`config.mk`:
```
export PLATFORM = sky130hd
export DESIGN_NAME = aerr_regs
export DESIGN_NICKNAME = d
export VERILOG_FILES = /design/src/core/aerr_pkg.sv /design/src/core/aerr_hlog.sv /design/src/core/aerr_regs.sv
export SDC_FILE = /design/constraint.sdc
export NUM_CORES = 1
export LEC_CHECK = 0
export ABC_AREA = 1
export CAP_MARGIN = 20
export CORE_MARGIN = 5
export CORE_UTILIZATION = 65
export DETAILED_ROUTE_END_ITERATION = 12
export DONT_BUFFER_PORTS = 1
export PLACE_DENSITY = 0.81
export SYNTH_ARGS = -nofsm -noshare
export SYNTH_HDL_FRONTEND = slang
export SYNTH_SLANG_ARGS = --single-unit
```
`constraint.sdc`:
```
create_clock -name pclk -period 7.1 [get_ports pclk]
set_clock_uncertainty 0.2 [all_clocks]
set_input_delay 1.065 -clock pclk [delete_from_list [all_inputs] [get_ports pclk]]
set_output_delay 1.065 -clock pclk [all_outputs]
set_load 0.01 [all_outputs]
```
`src/core/aerr_pkg.sv`:
```
// aerr_pkg: offsets, field masks and reset values of the
// per-port error reporting register bank
// assumes a 32-bit APB slave and event sources on pclk
//
// How it works
// - severity bit per type, listed ones reset fatal
// - timeout, abort, completion, request, access reset nonfatal
// - surprise down counts on downstream ports only
// - receiver, bad packet, bad link: sticky W1C
// - rollover, replay timeout, advisory: sticky W1C
// - correctable status resets to zero
// - masked correctable event: status bit set, no message
// - advisory mask resets set, others clear
// - five-bit first-error pointer, resets zero
// - CRC generate capable bit reads one
// - sticky CRC generate enable, resets zero
// - CRC check capable bit reads one
// - sticky CRC check enable, resets zero
// - four sticky header doublewords, first lowest
// - header bytes big-endian within each doubleword
// - uncorrectable status sticky W1C, pointer indexes it
// - masked uncorrectable event: status bit set, no header log, no message
package aerr_pkg;

    // ==================================================
    // bus geometry
    localparam int unsigned AW         = 12;
    localparam int unsigned DW         = 32;
    localparam int unsigned LANE_BITS  = 2;
    localparam int unsigned BYTE_W     = 8;
    localparam int unsigned WORD_BYTES = 4;
    localparam int unsigned HLOG_WORDS = 4;
    localparam int unsigned HLOG_IW    = 2;
    localparam int unsigned HLOG_BITS  = 128;

    // ==================================================
    // register byte offsets
    localparam logic [AW-1:0] OFF_UNC_STS = 12'h104;
    localparam logic [AW-1:0] OFF_UNC_MSK = 12'h108;
    localparam logic [AW-1:0] OFF_UNC_SEV = 12'h10c;
    localparam logic [AW-1:0] OFF_COR_STS = 12'h110;
    localparam logic [AW-1:0] OFF_COR_MSK = 12'h114;
    localparam logic [AW-1:0] OFF_CTL     = 12'h118;
    localparam logic [AW-1:0] OFF_HLOG0   = 12'h11c;
    localparam logic [AW-1:0] OFF_HLOG3   = 12'h128;

    // ==================================================
    // implemented bits and reset values
    localparam logic [DW-1:0] ZERO        = 32'h0000_0000;
    localparam logic [DW-1:0] UNC_IMPL    = 32'h003f_f031;
    localparam logic [DW-1:0] UNC_SEV_RST = 32'h0006_2031;
    localparam logic [DW-1:0] UNC_MSK_RST = 32'h0000_0000;
    localparam logic [DW-1:0] COR_IMPL    = 32'h0000_31c1;
    localparam logic [DW-1:0] COR_STS_RST = 32'h0000_0000;
    localparam logic [DW-1:0] COR_MSK_RST = 32'h0000_2000;
    localparam logic [DW-1:0] CTL_WMASK   = 32'h0000_0140;
    localparam logic [DW-1:0] CTL_CAP     = 32'h0000_00a0;
    localparam logic [DW-1:0] CTL_RST     = 32'h0000_0000;
    localparam int unsigned   FEP_W       = 5;
    localparam logic [FEP_W-1:0] FEP_RST  = 5'h00;

    // ==================================================
    // field positions
    localparam int unsigned B_SDN    = 5;
    localparam int unsigned B_GEN_EN = 6;
    localparam int unsigned B_CHK_EN = 8;

endpackage

```
`src/core/aerr_hlog.sv`:
```
// aerr_hlog: four-doubleword header log with registered read
// assumes one write strobe per captured error, all on pclk
`timescale 1ns/1ps

module aerr_hlog import aerr_pkg::*; (
    input  wire logic                 pclk,
    input  wire logic                 presetn,
    input  wire logic                 wr_en,
    input  wire logic [HLOG_BITS-1:0] hdr_in,
    input  wire logic [HLOG_IW-1:0]   rd_idx,
    output logic      [DW-1:0]        rd_data
);

    logic [HLOG_WORDS-1:0][DW-1:0] word_ff;
    logic [HLOG_WORDS-1:0][DW-1:0] swapped;
    logic [DW-1:0]                 rd_ff;
    logic [BYTE_W-1:0]             first_byte;

    // ==================================================
    // byte order: arrival byte 0 lands in the top lane
    genvar g, b;
    generate
        for (g = 0; g < HLOG_WORDS; g++) begin : g_word
            for (b = 0; b < WORD_BYTES; b++) begin : g_byte
                assign swapped[g][DW-1-b*BYTE_W -: BYTE_W] =
                    hdr_in[(g*WORD_BYTES+b)*BYTE_W +: BYTE_W];
            end
        end
    endgenerate

    // power-on reset only: the log survives hot resets
    always_ff @(posedge pclk or negedge presetn) begin
        if (!presetn) begin
            word_ff <= '0;
        end else if (wr_en) begin
            word_ff <= swapped;
        end
    end

    // read data leaves a flop, so the bus waits one cycle
    always_ff @(posedge pclk or negedge presetn) begin
        if (!presetn) begin
            rd_ff <= ZERO;
        end else begin
            rd_ff <= word_ff[rd_idx];
        end
    end

    assign rd_data    = rd_ff;
    assign first_byte = hdr_in[BYTE_W-1:0];
endmodule // aerr_hlog

```
`src/core/aerr_regs.sv`:
```
// aerr_regs: per-port error reporting registers on APB
// assumes events and packet header arrive on pclk as pulses,
// the port-type strap is a pin, hot_rst_n comes from pclk logic
`timescale 1ns/1ps

module aerr_regs import aerr_pkg::*; (
    input  wire logic                 pclk,
    input  wire logic                 presetn,
    input  wire logic                 hot_rst_n,
    input  wire logic                 psel,
    input  wire logic                 penable,
    input  wire logic                 pwrite,
    input  wire logic [AW-1:0]        paddr,
    input  wire logic [DW-1:0]        pwdata,
    output logic      [DW-1:0]        prdata,
    output logic                      pready,
    output logic                      pslverr,
    input  wire logic                 dsp_strap,
    input  wire logic [DW-1:0]        unc_evt,
    input  wire logic [DW-1:0]        cor_evt,
    input  wire logic [HLOG_BITS-1:0] evt_hdr,
    output logic                      err_msg_cor,
    output logic                      err_msg_nonfatal,
    output logic                      err_msg_fatal,
    output logic                      ecrc_gen_en,
    output logic                      ecrc_chk_en
);

    // ==================================================
    // declarations
    logic             dsp_meta_ff;
    logic             dsp_ff;
    logic [DW-1:0]    unc_sts_ff;
    logic [DW-1:0]    unc_msk_ff;
    logic [DW-1:0]    unc_sev_ff;
    logic [DW-1:0]    cor_sts_ff;
    logic [DW-1:0]    cor_msk_ff;
    logic [DW-1:0]    ctl_ff;
    logic [FEP_W-1:0] fep_ff;
    logic             held_ff;
    logic             done_ff;
    logic [DW-1:0]    prdata_ff;
    logic             msg_cor_ff;
    logic             msg_nf_ff;
    logic             msg_f_ff;
    logic [DW-1:0]    unc_valid;
    logic [DW-1:0]    unc_hit;
    logic [DW-1:0]    unc_live;
    logic [DW-1:0]    cor_hit;
    logic [DW-1:0]    cor_live;
    logic [DW-1:0]    unc_w1c;
    logic [DW-1:0]    cor_w1c;
    logic [DW-1:0]    ctl_rd;
    logic [DW-1:0]    rd_mux;
    logic [DW-1:0]    hlog_rdata;
    logic [AW-1:0]    hlog_off;
    logic             acc;
    logic             wr_ok;
    logic             hit_hlog;
    logic             clr_fep;
    logic             cap;

    // ==================================================
    // helpers
    function automatic logic hit(input logic [AW-1:0] a,
                                 input logic [AW-1:0] off);
        return a == off;
    endfunction

    // lowest set bit wins when several errors land at once
    function automatic logic [FEP_W-1:0] first_bit(
        input logic [DW-1:0] v);
        logic [FEP_W-1:0] p;
        p = FEP_RST;
        for (int i = DW-1; i >= 0; i--) begin
            if (v[i]) begin
                p = FEP_W'(i);
            end
        end
        return p;
    endfunction

    // ==================================================
    // port-type strap: two flops, first read only by second
    always_ff @(posedge pclk or negedge presetn) begin
        if (!presetn) begin
            dsp_meta_ff <= 1'b0;
            dsp_ff      <= 1'b0;
        end else begin
            dsp_meta_ff <= dsp_strap;
            dsp_ff      <= dsp_meta_ff;
        end
    end

    // ==================================================
    // event qualification
    // surprise down is dropped on the upstream port
    assign unc_valid = dsp_ff ? UNC_IMPL
                              : (UNC_IMPL & ~(ZERO | (1 << B_SDN)));
    assign unc_hit   = unc_evt & unc_valid;
    assign unc_live  = unc_hit & ~unc_msk_ff;
    assign cor_hit   = cor_evt & COR_IMPL;
    assign cor_live  = cor_hit & ~cor_msk_ff;

    // ==================================================
    // APB slave: two access cycles, write lands at pready
    assign acc      = psel & penable;
    assign hlog_off = paddr - OFF_HLOG0;
    assign hit_hlog = (paddr >= OFF_HLOG0) && (paddr <= OFF_HLOG3)
                    && (paddr[LANE_BITS-1:0] == '0);
    assign pready   = acc & done_ff;
    assign pslverr  = pready
                    & ~(hit_hlog | hit(paddr, OFF_UNC_STS)
                      | hit(paddr, OFF_UNC_MSK) | hit(paddr, OFF_UNC_SEV)
                      | hit(paddr, OFF_COR_STS) | hit(paddr, OFF_COR_MSK)
                      | hit(paddr, OFF_CTL));
    assign wr_ok    = pready & pwrite & ~pslverr;
    assign unc_w1c  = (wr_ok && hit(paddr, OFF_UNC_STS)) ? pwdata : ZERO;
    assign cor_w1c  = (wr_ok && hit(paddr, OFF_COR_STS)) ? pwdata : ZERO;

    // wait-state flag; a hot reset holds pready low, the transfer completes after release
    always_ff @(posedge pclk or negedge presetn) begin
        if (!presetn) begin
            done_ff <= 1'b0;
        end else if (!hot_rst_n) begin
            done_ff <= 1'b0;
        end else begin
            done_ff <= acc & ~done_ff;
        end
    end

    // read mux; reserved bits are never stored, so read zero
    assign ctl_rd = CTL_CAP | ctl_ff | DW'(fep_ff);
    always_comb begin
        rd_mux = ZERO;
        case (paddr)
            OFF_UNC_STS: rd_mux = unc_sts_ff;
            OFF_UNC_MSK: rd_mux = unc_msk_ff;
            OFF_UNC_SEV: rd_mux = unc_sev_ff;
            OFF_COR_STS: rd_mux = cor_sts_ff;
            OFF_COR_MSK: rd_mux = cor_msk_ff;
            OFF_CTL:     rd_mux = ctl_rd;
            default: begin
                if (hit_hlog) begin
                    rd_mux = hlog_rdata;
                end
            end
        endcase
    end

    always_ff @(posedge pclk or negedge presetn) begin
        if (!presetn) begin
            prdata_ff <= ZERO;
        end else if (acc && !done_ff) begin
            prdata_ff <= pwrite ? ZERO : rd_mux;
        end
    end

    // ==================================================
    // sticky registers: power-on reset only, hot reset ignored
    // software fields; reserved bits masked off on write
    always_ff @(posedge pclk or negedge presetn) begin
        if (!presetn) begin
            unc_sev_ff <= UNC_SEV_RST;
            unc_msk_ff <= UNC_MSK_RST;
            cor_msk_ff <= COR_MSK_RST;
            ctl_ff     <= CTL_RST;
        end else if (wr_ok) begin
            if (hit(paddr, OFF_UNC_SEV)) begin
                unc_sev_ff <= pwdata & UNC_IMPL;
            end
            if (hit(paddr, OFF_UNC_MSK)) begin
                unc_msk_ff <= pwdata & UNC_IMPL;
            end
            if (hit(paddr, OFF_COR_MSK)) begin
                cor_msk_ff <= pwdata & COR_IMPL;
            end
            if (hit(paddr, OFF_CTL)) begin
                ctl_ff <= pwdata & CTL_WMASK;
            end
        end
    end

    // status bits: an event in the clearing cycle wins
    always_ff @(posedge pclk or negedge presetn) begin
        if (!presetn) begin
            unc_sts_ff <= ZERO;
            cor_sts_ff <= COR_STS_RST;
        end else begin
            unc_sts_ff <= (unc_sts_ff & ~unc_w1c) | unc_hit;
            cor_sts_ff <= (cor_sts_ff & ~cor_w1c) | cor_hit;
        end
    end

    // ==================================================
    // first error capture: log is free again once software
    // clears the status bit the pointer names
    assign clr_fep = unc_w1c[fep_ff] & held_ff;
    assign cap     = (|unc_live) & (~held_ff | clr_fep);

    always_ff @(posedge pclk or negedge presetn) begin
        if (!presetn) begin
            held_ff <= 1'b0;
            fep_ff  <= FEP_RST;
        end else if (cap) begin
            held_ff <= 1'b1;
            fep_ff  <= first_bit(unc_live);
        end else if (clr_fep) begin
            held_ff <= 1'b0;
        end
    end

    aerr_hlog u_hlog (
        .pclk    (pclk),
        .presetn (presetn),
        .wr_en   (cap),
        .hdr_in  (evt_hdr),
        .rd_idx  (hlog_off[LANE_BITS +: HLOG_IW]),
        .rd_data (hlog_rdata)
    );

    // ==================================================
    // upstream messages, one-cycle pulses per event cycle
    always_ff @(posedge pclk or negedge presetn) begin
        if (!presetn) begin
            msg_cor_ff <= 1'b0;
            msg_nf_ff  <= 1'b0;
            msg_f_ff   <= 1'b0;
        end else if (!hot_rst_n) begin
            msg_cor_ff <= 1'b0;
            msg_nf_ff  <= 1'b0;
            msg_f_ff   <= 1'b0;
        end else begin
            msg_cor_ff <= |cor_live;
            msg_nf_ff  <= |(unc_live & ~unc_sev_ff);
            msg_f_ff   <= |(unc_live & unc_sev_ff);
        end
    end

    assign prdata           = prdata_ff;
    assign err_msg_cor      = msg_cor_ff;
    assign err_msg_nonfatal = msg_nf_ff;
    assign err_msg_fatal    = msg_f_ff;
    assign ecrc_gen_en      = ctl_ff[B_GEN_EN];
    assign ecrc_chk_en      = ctl_ff[B_CHK_EN];
endmodule // aerr_regs

```
[Word-level counts from Yosys, hierarchy flattened]
Index checks and enable logic that the tools add are counted.
Word-level totals
  bits of input ports: 243
  register bits: 302
  output and inout bits: 39
  word-level logic and storage cells: 129
Operators by class
  bitwise logic cells: 34
  magnitude comparators: 4
  add/sub/neg operators: 1
  reductions and logical operators: 16
  equal/unequal tests: 6
  mux-type cells: 48
Operator list (number)
  32-bit case mux with 6 select lines: 1
  32-bit two-way mux: 5
  5-bit two-way mux: 32
  32-bit AND: 4
  32-bit OR reduction: 4
  12-bit by 9-bit equality test with 1-bit output, second input constant: 6
  32-bit by 22-bit AND with 32-bit output: 2
  32-bit binary-select mux with 2-bit select: 1
  22-bit inverter with 32-bit output: 2
  32-bit inverter: 2
  14-bit by 32-bit AND with 32-bit output: 1
  14-bit inverter with 32-bit output: 1
  32-bit by 14-bit bitwise OR with 32-bit output: 1
  32-bit bitwise OR: 1
  12-bit by 9-bit greater-or-equal comparator with 1-bit output, second input constant: 1
  12-bit by 9-bit less-or-equal comparator with 1-bit output, second input constant: 1
  9-bit by 5-bit bitwise OR with 9-bit output: 1
  1-bit AND: 8
  2-bit AND reduction: 4
  1-bit two-way mux: 7
  1-bit bitwise OR: 7
  5-bit by 6-bit < comparator with 1-bit output, second input constant: 1
  6-bit two-way mux: 1
  1-bit binary-select mux with 5-bit select: 1
  other kinds (7): 14

[Longest topological paths before layout]
  depth in word-level cells: 35
  depth in mapped cells: 26
  gate-level depth less buffers: 21

[By module]
A second synthesis with hierarchy kept.
Second synthesis, totals
  cells, all modules: 1745
  area, all modules: 14523.9 µm²
Modules (own cells, without submodules)
  aerr_regs: area an instance 7437.1 µm², instances 1, sequential area each 3562.2 µm², cells each 927
  aerr_hlog: area an instance 7086.8 µm², instances 1, sequential area each 4003.8 µm², cells each 818

[Worst setup path after synthesis]
No wires, ideal clock.
  path kind: input port to flip-flop
  start: input paddr[2]
  end: register fep_ff[0]
  setup slack: 2.796 ns
  cell stages on the path: 26
  path buffers: 5
  setup time: 0.117 ns
  required time: 6.783 ns
  arrival time: 3.987 ns
  cells stage by stage: clkbuf_1 inv_1 clkbuf_1 clkbuf_1 ha_1 nand3_1 nor2_2 nand2_2 nand2_1 inv_1 nand4_4 nand2_2 nor2_4 nand2_1 nand2_1 nand3_1 nand3_1 nand3_1 nand3_1 nand2_1 nand2_4 nand2_4 buf_6 buf_6 nand2_1 nand2_1
Between the ends
  cells in the longest elaborated chain, start to end: 20
  elaborated cells between the ends (all ways): 27
  classes of those cells: order compare: 2; eq/ne: 6; mux: 3; bitwise: 13; reduce/logical: 3
RTL lines
  from (decl): line aerr_regs.sv:13  | input wire logic [AW-1:0] paddr,
  12-bit by 9-bit greater-or-equal comparator with 1-bit output / 12-bit by 9-bit less-or-equal comparator with 1-bit output (equally long branches): line aerr_regs.sv:109  | assign hit_hlog = (paddr >= OFF_HLOG0) && (paddr <= OFF_HLOG3)
  1-bit logical AND: line aerr_regs.sv:109
  1-bit logical AND: line aerr_regs.sv:110  | && (paddr[LANE_BITS-1:0] == '0);
  1-bit bitwise OR: line aerr_regs.sv:113  | & ~(hit_hlog | hit(paddr, OFF_UNC_STS)
  1-bit bitwise OR (2 in a row): line aerr_regs.sv:114  | | hit(paddr, OFF_UNC_MSK) | hit(paddr, OFF_UNC_SEV)
  1-bit bitwise OR (2 in a row): line aerr_regs.sv:115  | | hit(paddr, OFF_COR_STS) | hit(paddr, OFF_COR_MSK)
  1-bit bitwise OR: line aerr_regs.sv:116  | | hit(paddr, OFF_CTL));
  1-bit inverter: line aerr_regs.sv:113
  (+2 left out)
  1-bit AND: line aerr_regs.sv:117  | assign wr_ok = pready & pwrite & ~pslverr;
  1-bit logical AND (*): line aerr_regs.sv:118  | assign unc_w1c = (wr_ok && hit(paddr, OFF_UNC_STS)) ? pwdata : ZERO;
  32-bit two-way mux (*): line aerr_regs.sv:118
  1-bit binary-select mux with 5-bit select (*): line aerr_regs.sv:198  | assign clr_fep = unc_w1c[fep_ff] & held_ff;
  1-bit two-way mux (not written as such) (*): line aerr_regs.sv:198
  1-bit AND (*): line aerr_regs.sv:198
  1-bit bitwise OR (*): line aerr_regs.sv:199  | assign cap = (|unc_live) & (~held_ff | clr_fep);
  1-bit AND (*): line aerr_regs.sv:199
  to (signal assigned): line aerr_regs.sv:207  | fep_ff <= first_bit(unc_live);
  to (decl): line aerr_regs.sv:39  | logic [FEP_W-1:0] fep_ff;
Every way passes the cells marked *; elsewhere a longest branch is shown, timed or not. The select of a mux whose other input is x is not followed.
A chain may end at the register's enable or synchronous reset.

[Final worst setup path]
  start: input paddr[2]
  end: register u_hlog.word_ff[102] (netlist name)
Between the ends
  cells in the longest elaborated chain, start to end: 20
  elaborated cells between the ends (all ways): 27
  classes of those cells: order compare: 2; eq/ne: 6; mux: 3; bitwise: 13; reduce/logical: 3
RTL lines
  12-bit by 9-bit greater-or-equal comparator with 1-bit output / 12-bit by 9-bit less-or-equal comparator with 1-bit output (equally long branches): line aerr_regs.sv:109
  1-bit logical AND: line aerr_regs.sv:109
  1-bit logical AND: line aerr_regs.sv:110
  1-bit bitwise OR: line aerr_regs.sv:113
  1-bit bitwise OR (2 in a row): line aerr_regs.sv:114
  1-bit bitwise OR (2 in a row): line aerr_regs.sv:115
  1-bit bitwise OR: line aerr_regs.sv:116
  1-bit inverter: line aerr_regs.sv:113
  (+2 left out)
  1-bit AND: line aerr_regs.sv:117
  1-bit logical AND (*): line aerr_regs.sv:118
  32-bit two-way mux (*): line aerr_regs.sv:118
  1-bit binary-select mux with 5-bit select (*): line aerr_regs.sv:198
  1-bit two-way mux (not written as such) (*): line aerr_regs.sv:198
  1-bit AND (*): line aerr_regs.sv:198
  1-bit bitwise OR (*): line aerr_regs.sv:199
  1-bit AND (*): line aerr_regs.sv:199
  to (signal assigned): line aerr_hlog.sv:36  | word_ff <= swapped;
  to (decl): line aerr_hlog.sv:14  | logic [HLOG_WORDS-1:0][DW-1:0] word_ff;
Marked as above.

==> summary.txt <==
Die
  – Die Wd: 157 µm
  – Row cnt: 53
  – Die Area: 24700 µm²
  – Initial Utilization: 0.665
  – I/O pins: 282
  – Die H: 157 µm
  – CORE AREA: 21200 µm²

Critical path
  – WP data required: 7390 ps
  – CP arrival: 5520 ps
  – CP Launch Type: input pin
  – Critical Path, Cell by Cell: inv_2 > buf_4 > ha_1 > inv_1 > nor2_1 > nand3_1 > nand2_1 > nor2_2 > nand4_4 > nand2_2 > nor2_4 > nand2_1 > nand2_1 > nand3_1 > nand3_1 > nand3_1 > nand3_1 > nand2_1 > nand2_4 > buf_4 > nand3_1 > nand2_1
  – Crit path max fanout: 100
  – Slowest-stage cell, CP: buf_4
  – Worst R2R End: u_hlog.word_ff[102]$_DFFE_PN0P_
  – CP peak stage delay: 770 ps
  – Register-to-Register Path Depth: 16
  – Crit end category: register
  – Crit-path most repeated cell: nand3_1
  – R2R setup slack: 2660 ps
  – Worst r2r src: done_ff$_DFF_PN0_
  – Crit Path Class: input pin to register

STA
  – Worst Slack Setup Final: 1870 ps
  – Worst Tran Pin Value: 1110 ps
  – Hold Slack: 16.1 ps
  – Hold Fails Final Rpt: 0
  – FMAX: 0.191 GHz
  – Max Slew Vio Count: 0
  – Setup violators final: 0
  – Unrepaired setup endpoints after global routing: no
  – Crit path time final: 5230 ps
  – TNS Setup: 0 ps
  – Slew HR: 0.260
  – Final period util: 0.737

Clocking
  – Clk Tree Root Cell: clkbuf_16
  – Cts repair resizes: 0
  – Clock Pin Slew Worst Setup and Hold Paths: 60 ps
  – Postcts setup bufs: 0
  – CTS tree: built
  – CTS Buffer Depth: 3
  – CTS Sinks: 302
  – CTS Hold Bufs: 1
  – H-tree depth: 1
  – Worst-Skew Late Latency: 560 ps
  – Total CTS buffers: 30

Route
  – Iteration-0 DRC Markers: 1298
  – Via count: 11.9k
  – Drt total wl: 38.9 mm
  – Vias per cell: 6.11
  – Wirelength per Cell: 20.0 µm
  – TritonRoute pass-1 iters: 5
  – Final ANT Viol Nets: 0
  – DRC: 0

Global routing
  – Gr usage total: 0.315
  – First-pass GRT wire length: 61.8 mm
  – Vias in the first global route: 11.6k
  – Initial antenna violation count: 1
  – GRT overflow: 0
  – Largest net degree at the start of global routing: 287

Logic synthesis
  – Synth Register Bits: 302
  – Biggest area consumer among synthesized cells: dfrtp_1
  – Synth Flop Type: dfrtp_1
  – Share of the synthesized area in the top cell type: 0.525
  – Async set-or-reset flop fraction in the synthesized netlist: 1.00
  – Syn_area_per_cell: 8.31 µm²
  – Mapped Area: 14100 µm²
  – Syn nets: 1940
  – Yosys warns: 0
  – Mapped Cells: 1693
  – Post-synth EDFFs: 0
  – Count of cell types in the netlist: 44
  – Seq/Total Area, Yosys: 0.538
  – Synth top area cells: dfrtp_1 (52%), nand2_1 (13%), nand3_1 (6.7%)

Placement
  – I/O Buffers: 0
  – DPL Wire Length: 26.1 mm
  – GPL Wtd Cong: 0.953
  – Post-DP Area: 14000 µm²
  – Setup WS pre-CTS: 1390 ps

Pwr
  – Pwr/cell area: 364 nW/µm²
  – Static leakage: 0.00769 µW
  – VDD IR-drop max: 0.000279 V
  – Pwr Total: 5500 µW

Run status
  – Status: complete, no violations

Final layout
  – Layout area overhead: 7.33%
  – Final nets: 1886
  – Fillcell total: 1632
  – Share of cells above drive strength 1: 0.0571
  – Final instance area: 15100 µm²

Job
  – Max_cap viols: 0

Hold path
  – Worst hold path type: input pin to async pin
[how the worst max path moves through the flow]
stage | startpoint | end | depth (start not counted)
finish | paddr[2] | u_hlog.word_ff[102]$_DFFE_PN0P_ | 22
global placement | paddr[2] | u_hlog.word_ff[102]$_DFFE_PN0P_ | 22
global route | paddr[2] | u_hlog.word_ff[102]$_DFFE_PN0P_ | 22
floorplan | paddr[2] | fep_ff[0]$_DFFE_PN0P_ | 26
detailed placement | paddr[2] | u_hlog.word_ff[6]$_DFFE_PN0P_ | 22
CTS | paddr[2] | u_hlog.word_ff[6]$_DFFE_PN0P_ | 22
[cells in the final DEF, fill, tap and decap left out, drive strengths merged]
master         n
a31oi          3
nand3        190
a32o          19
a211oi         2
diode          2
ha             4
clkinv        13
o31ai          2
a221o         13
o2111ai        8
o22ai         43
buf           12
nor2         105
nor4           3
a21o           6
nand4         31
o21a           4
clkinvlp       2
nor3           5
inv          169
dfrtp        295
clkbuf        44
a22o           5
a21oi         11
o21ai        152
bufinv         2
or2            2
a221oi        10
dfstp          7
and3           1
and2           1
o221ai         2
dlygate4sd3    2
a41oi          1
nand2        492
o211ai         2
[area by class of cell]
class                           count  area, µm²  area share
Antenna cell                        2       5.00    0.000331
Clock buffer                       44        895      0.0592
Clock inverter                     12        115     0.00762
Inverter                          174        653      0.0432
Multi-Input combinational cell   1117       5380       0.356
Sequential cell                   302       7570       0.501
Tap cell                          275        344      0.0228
Timing Repair Buffer               14        143     0.00944
[state kept, by name (all words and copies together) (netlist names), 2 cells and up]
signal          cells
unc_sev_ff         13
u_hlog.rd_data     32
ctl_ff              2
cor_msk_ff          6
cor_sts_ff         32
fep_ff              5
prdata             32
unc_sts_ff         32
unc_msk_ff         13
u_hlog.word_ff    128
[Yosys cell counts, types with 5 or more instances]
| cell type | instances |
|---|---|
| nand4_1 | 30 |
| o21ai_0 | 151 |
| nand2_2 | 6 |
| o2111ai_1 | 8 |
| buf_1 | 5 |
| buf_6 | 9 |
| a21o_1 | 6 |
| inv_1 | 167 |
| nand3_1 | 187 |
| a221o_1 | 13 |
| clkbuf_1 | 64 |
| a32o_1 | 19 |
| dfstp_2 | 7 |
| a221oi_1 | 10 |
| a22o_1 | 5 |
| nand2_1 | 484 |
| nor2_1 | 99 |
| a21oi_1 | 11 |
| o22ai_1 | 43 |
| buf_2 | 20 |
| dfrtp_1 | 295 |
| clkinv_1 | 5 |
[report_power, final]
group | switching, µW | internal [µW] | leakage (µW)
clock | 666 | 943 | 0.000499
sequential | 252 | 2190 | 0.00373
combinational | 999 | 455 | 0.00346
total | 1920 | 3590 | 0.00769
[through the flow]
| stage | instances | utilization |
|---|---|---|
| finish | 1940 | 0.714 |
| global route | 1939 | 0.714 |
| detailed placement | 1879 | 0.664 |
| floorplan | 1693 | - |
| global placement | 1879 | 0.664 |
| CTS | 1936 | 0.712 |
[cell families after synthesis]
group                      after synthesis  synth area share
AOI/OAI and AO/OA                      283             0.126
adders and majority gates                4           0.00356
buffers and inverters                  274            0.0802
DFF                                    302             0.538
and+or+nand+nor                        830             0.253
[per-layer routing]
layer	part of all wire	global-route usage	vias up	wire, µm
li1	-	-	5488	-
met1	0.39	0.434	5622	15200
met2	0.46	0.495	644	18000
met3	0.11	0.0792	107	4150
met4	0.039	0.109	0	1510
met5	0	0	-	0
[worst max-delay path, delay by kind of cell]
family	cells	cell delay [ps]
buffers and inverters	4	1390
and+or+nand+nor	17	2640
adders and majority gates	1	310
Note: power is estimated with default switching activity, not from simulation.
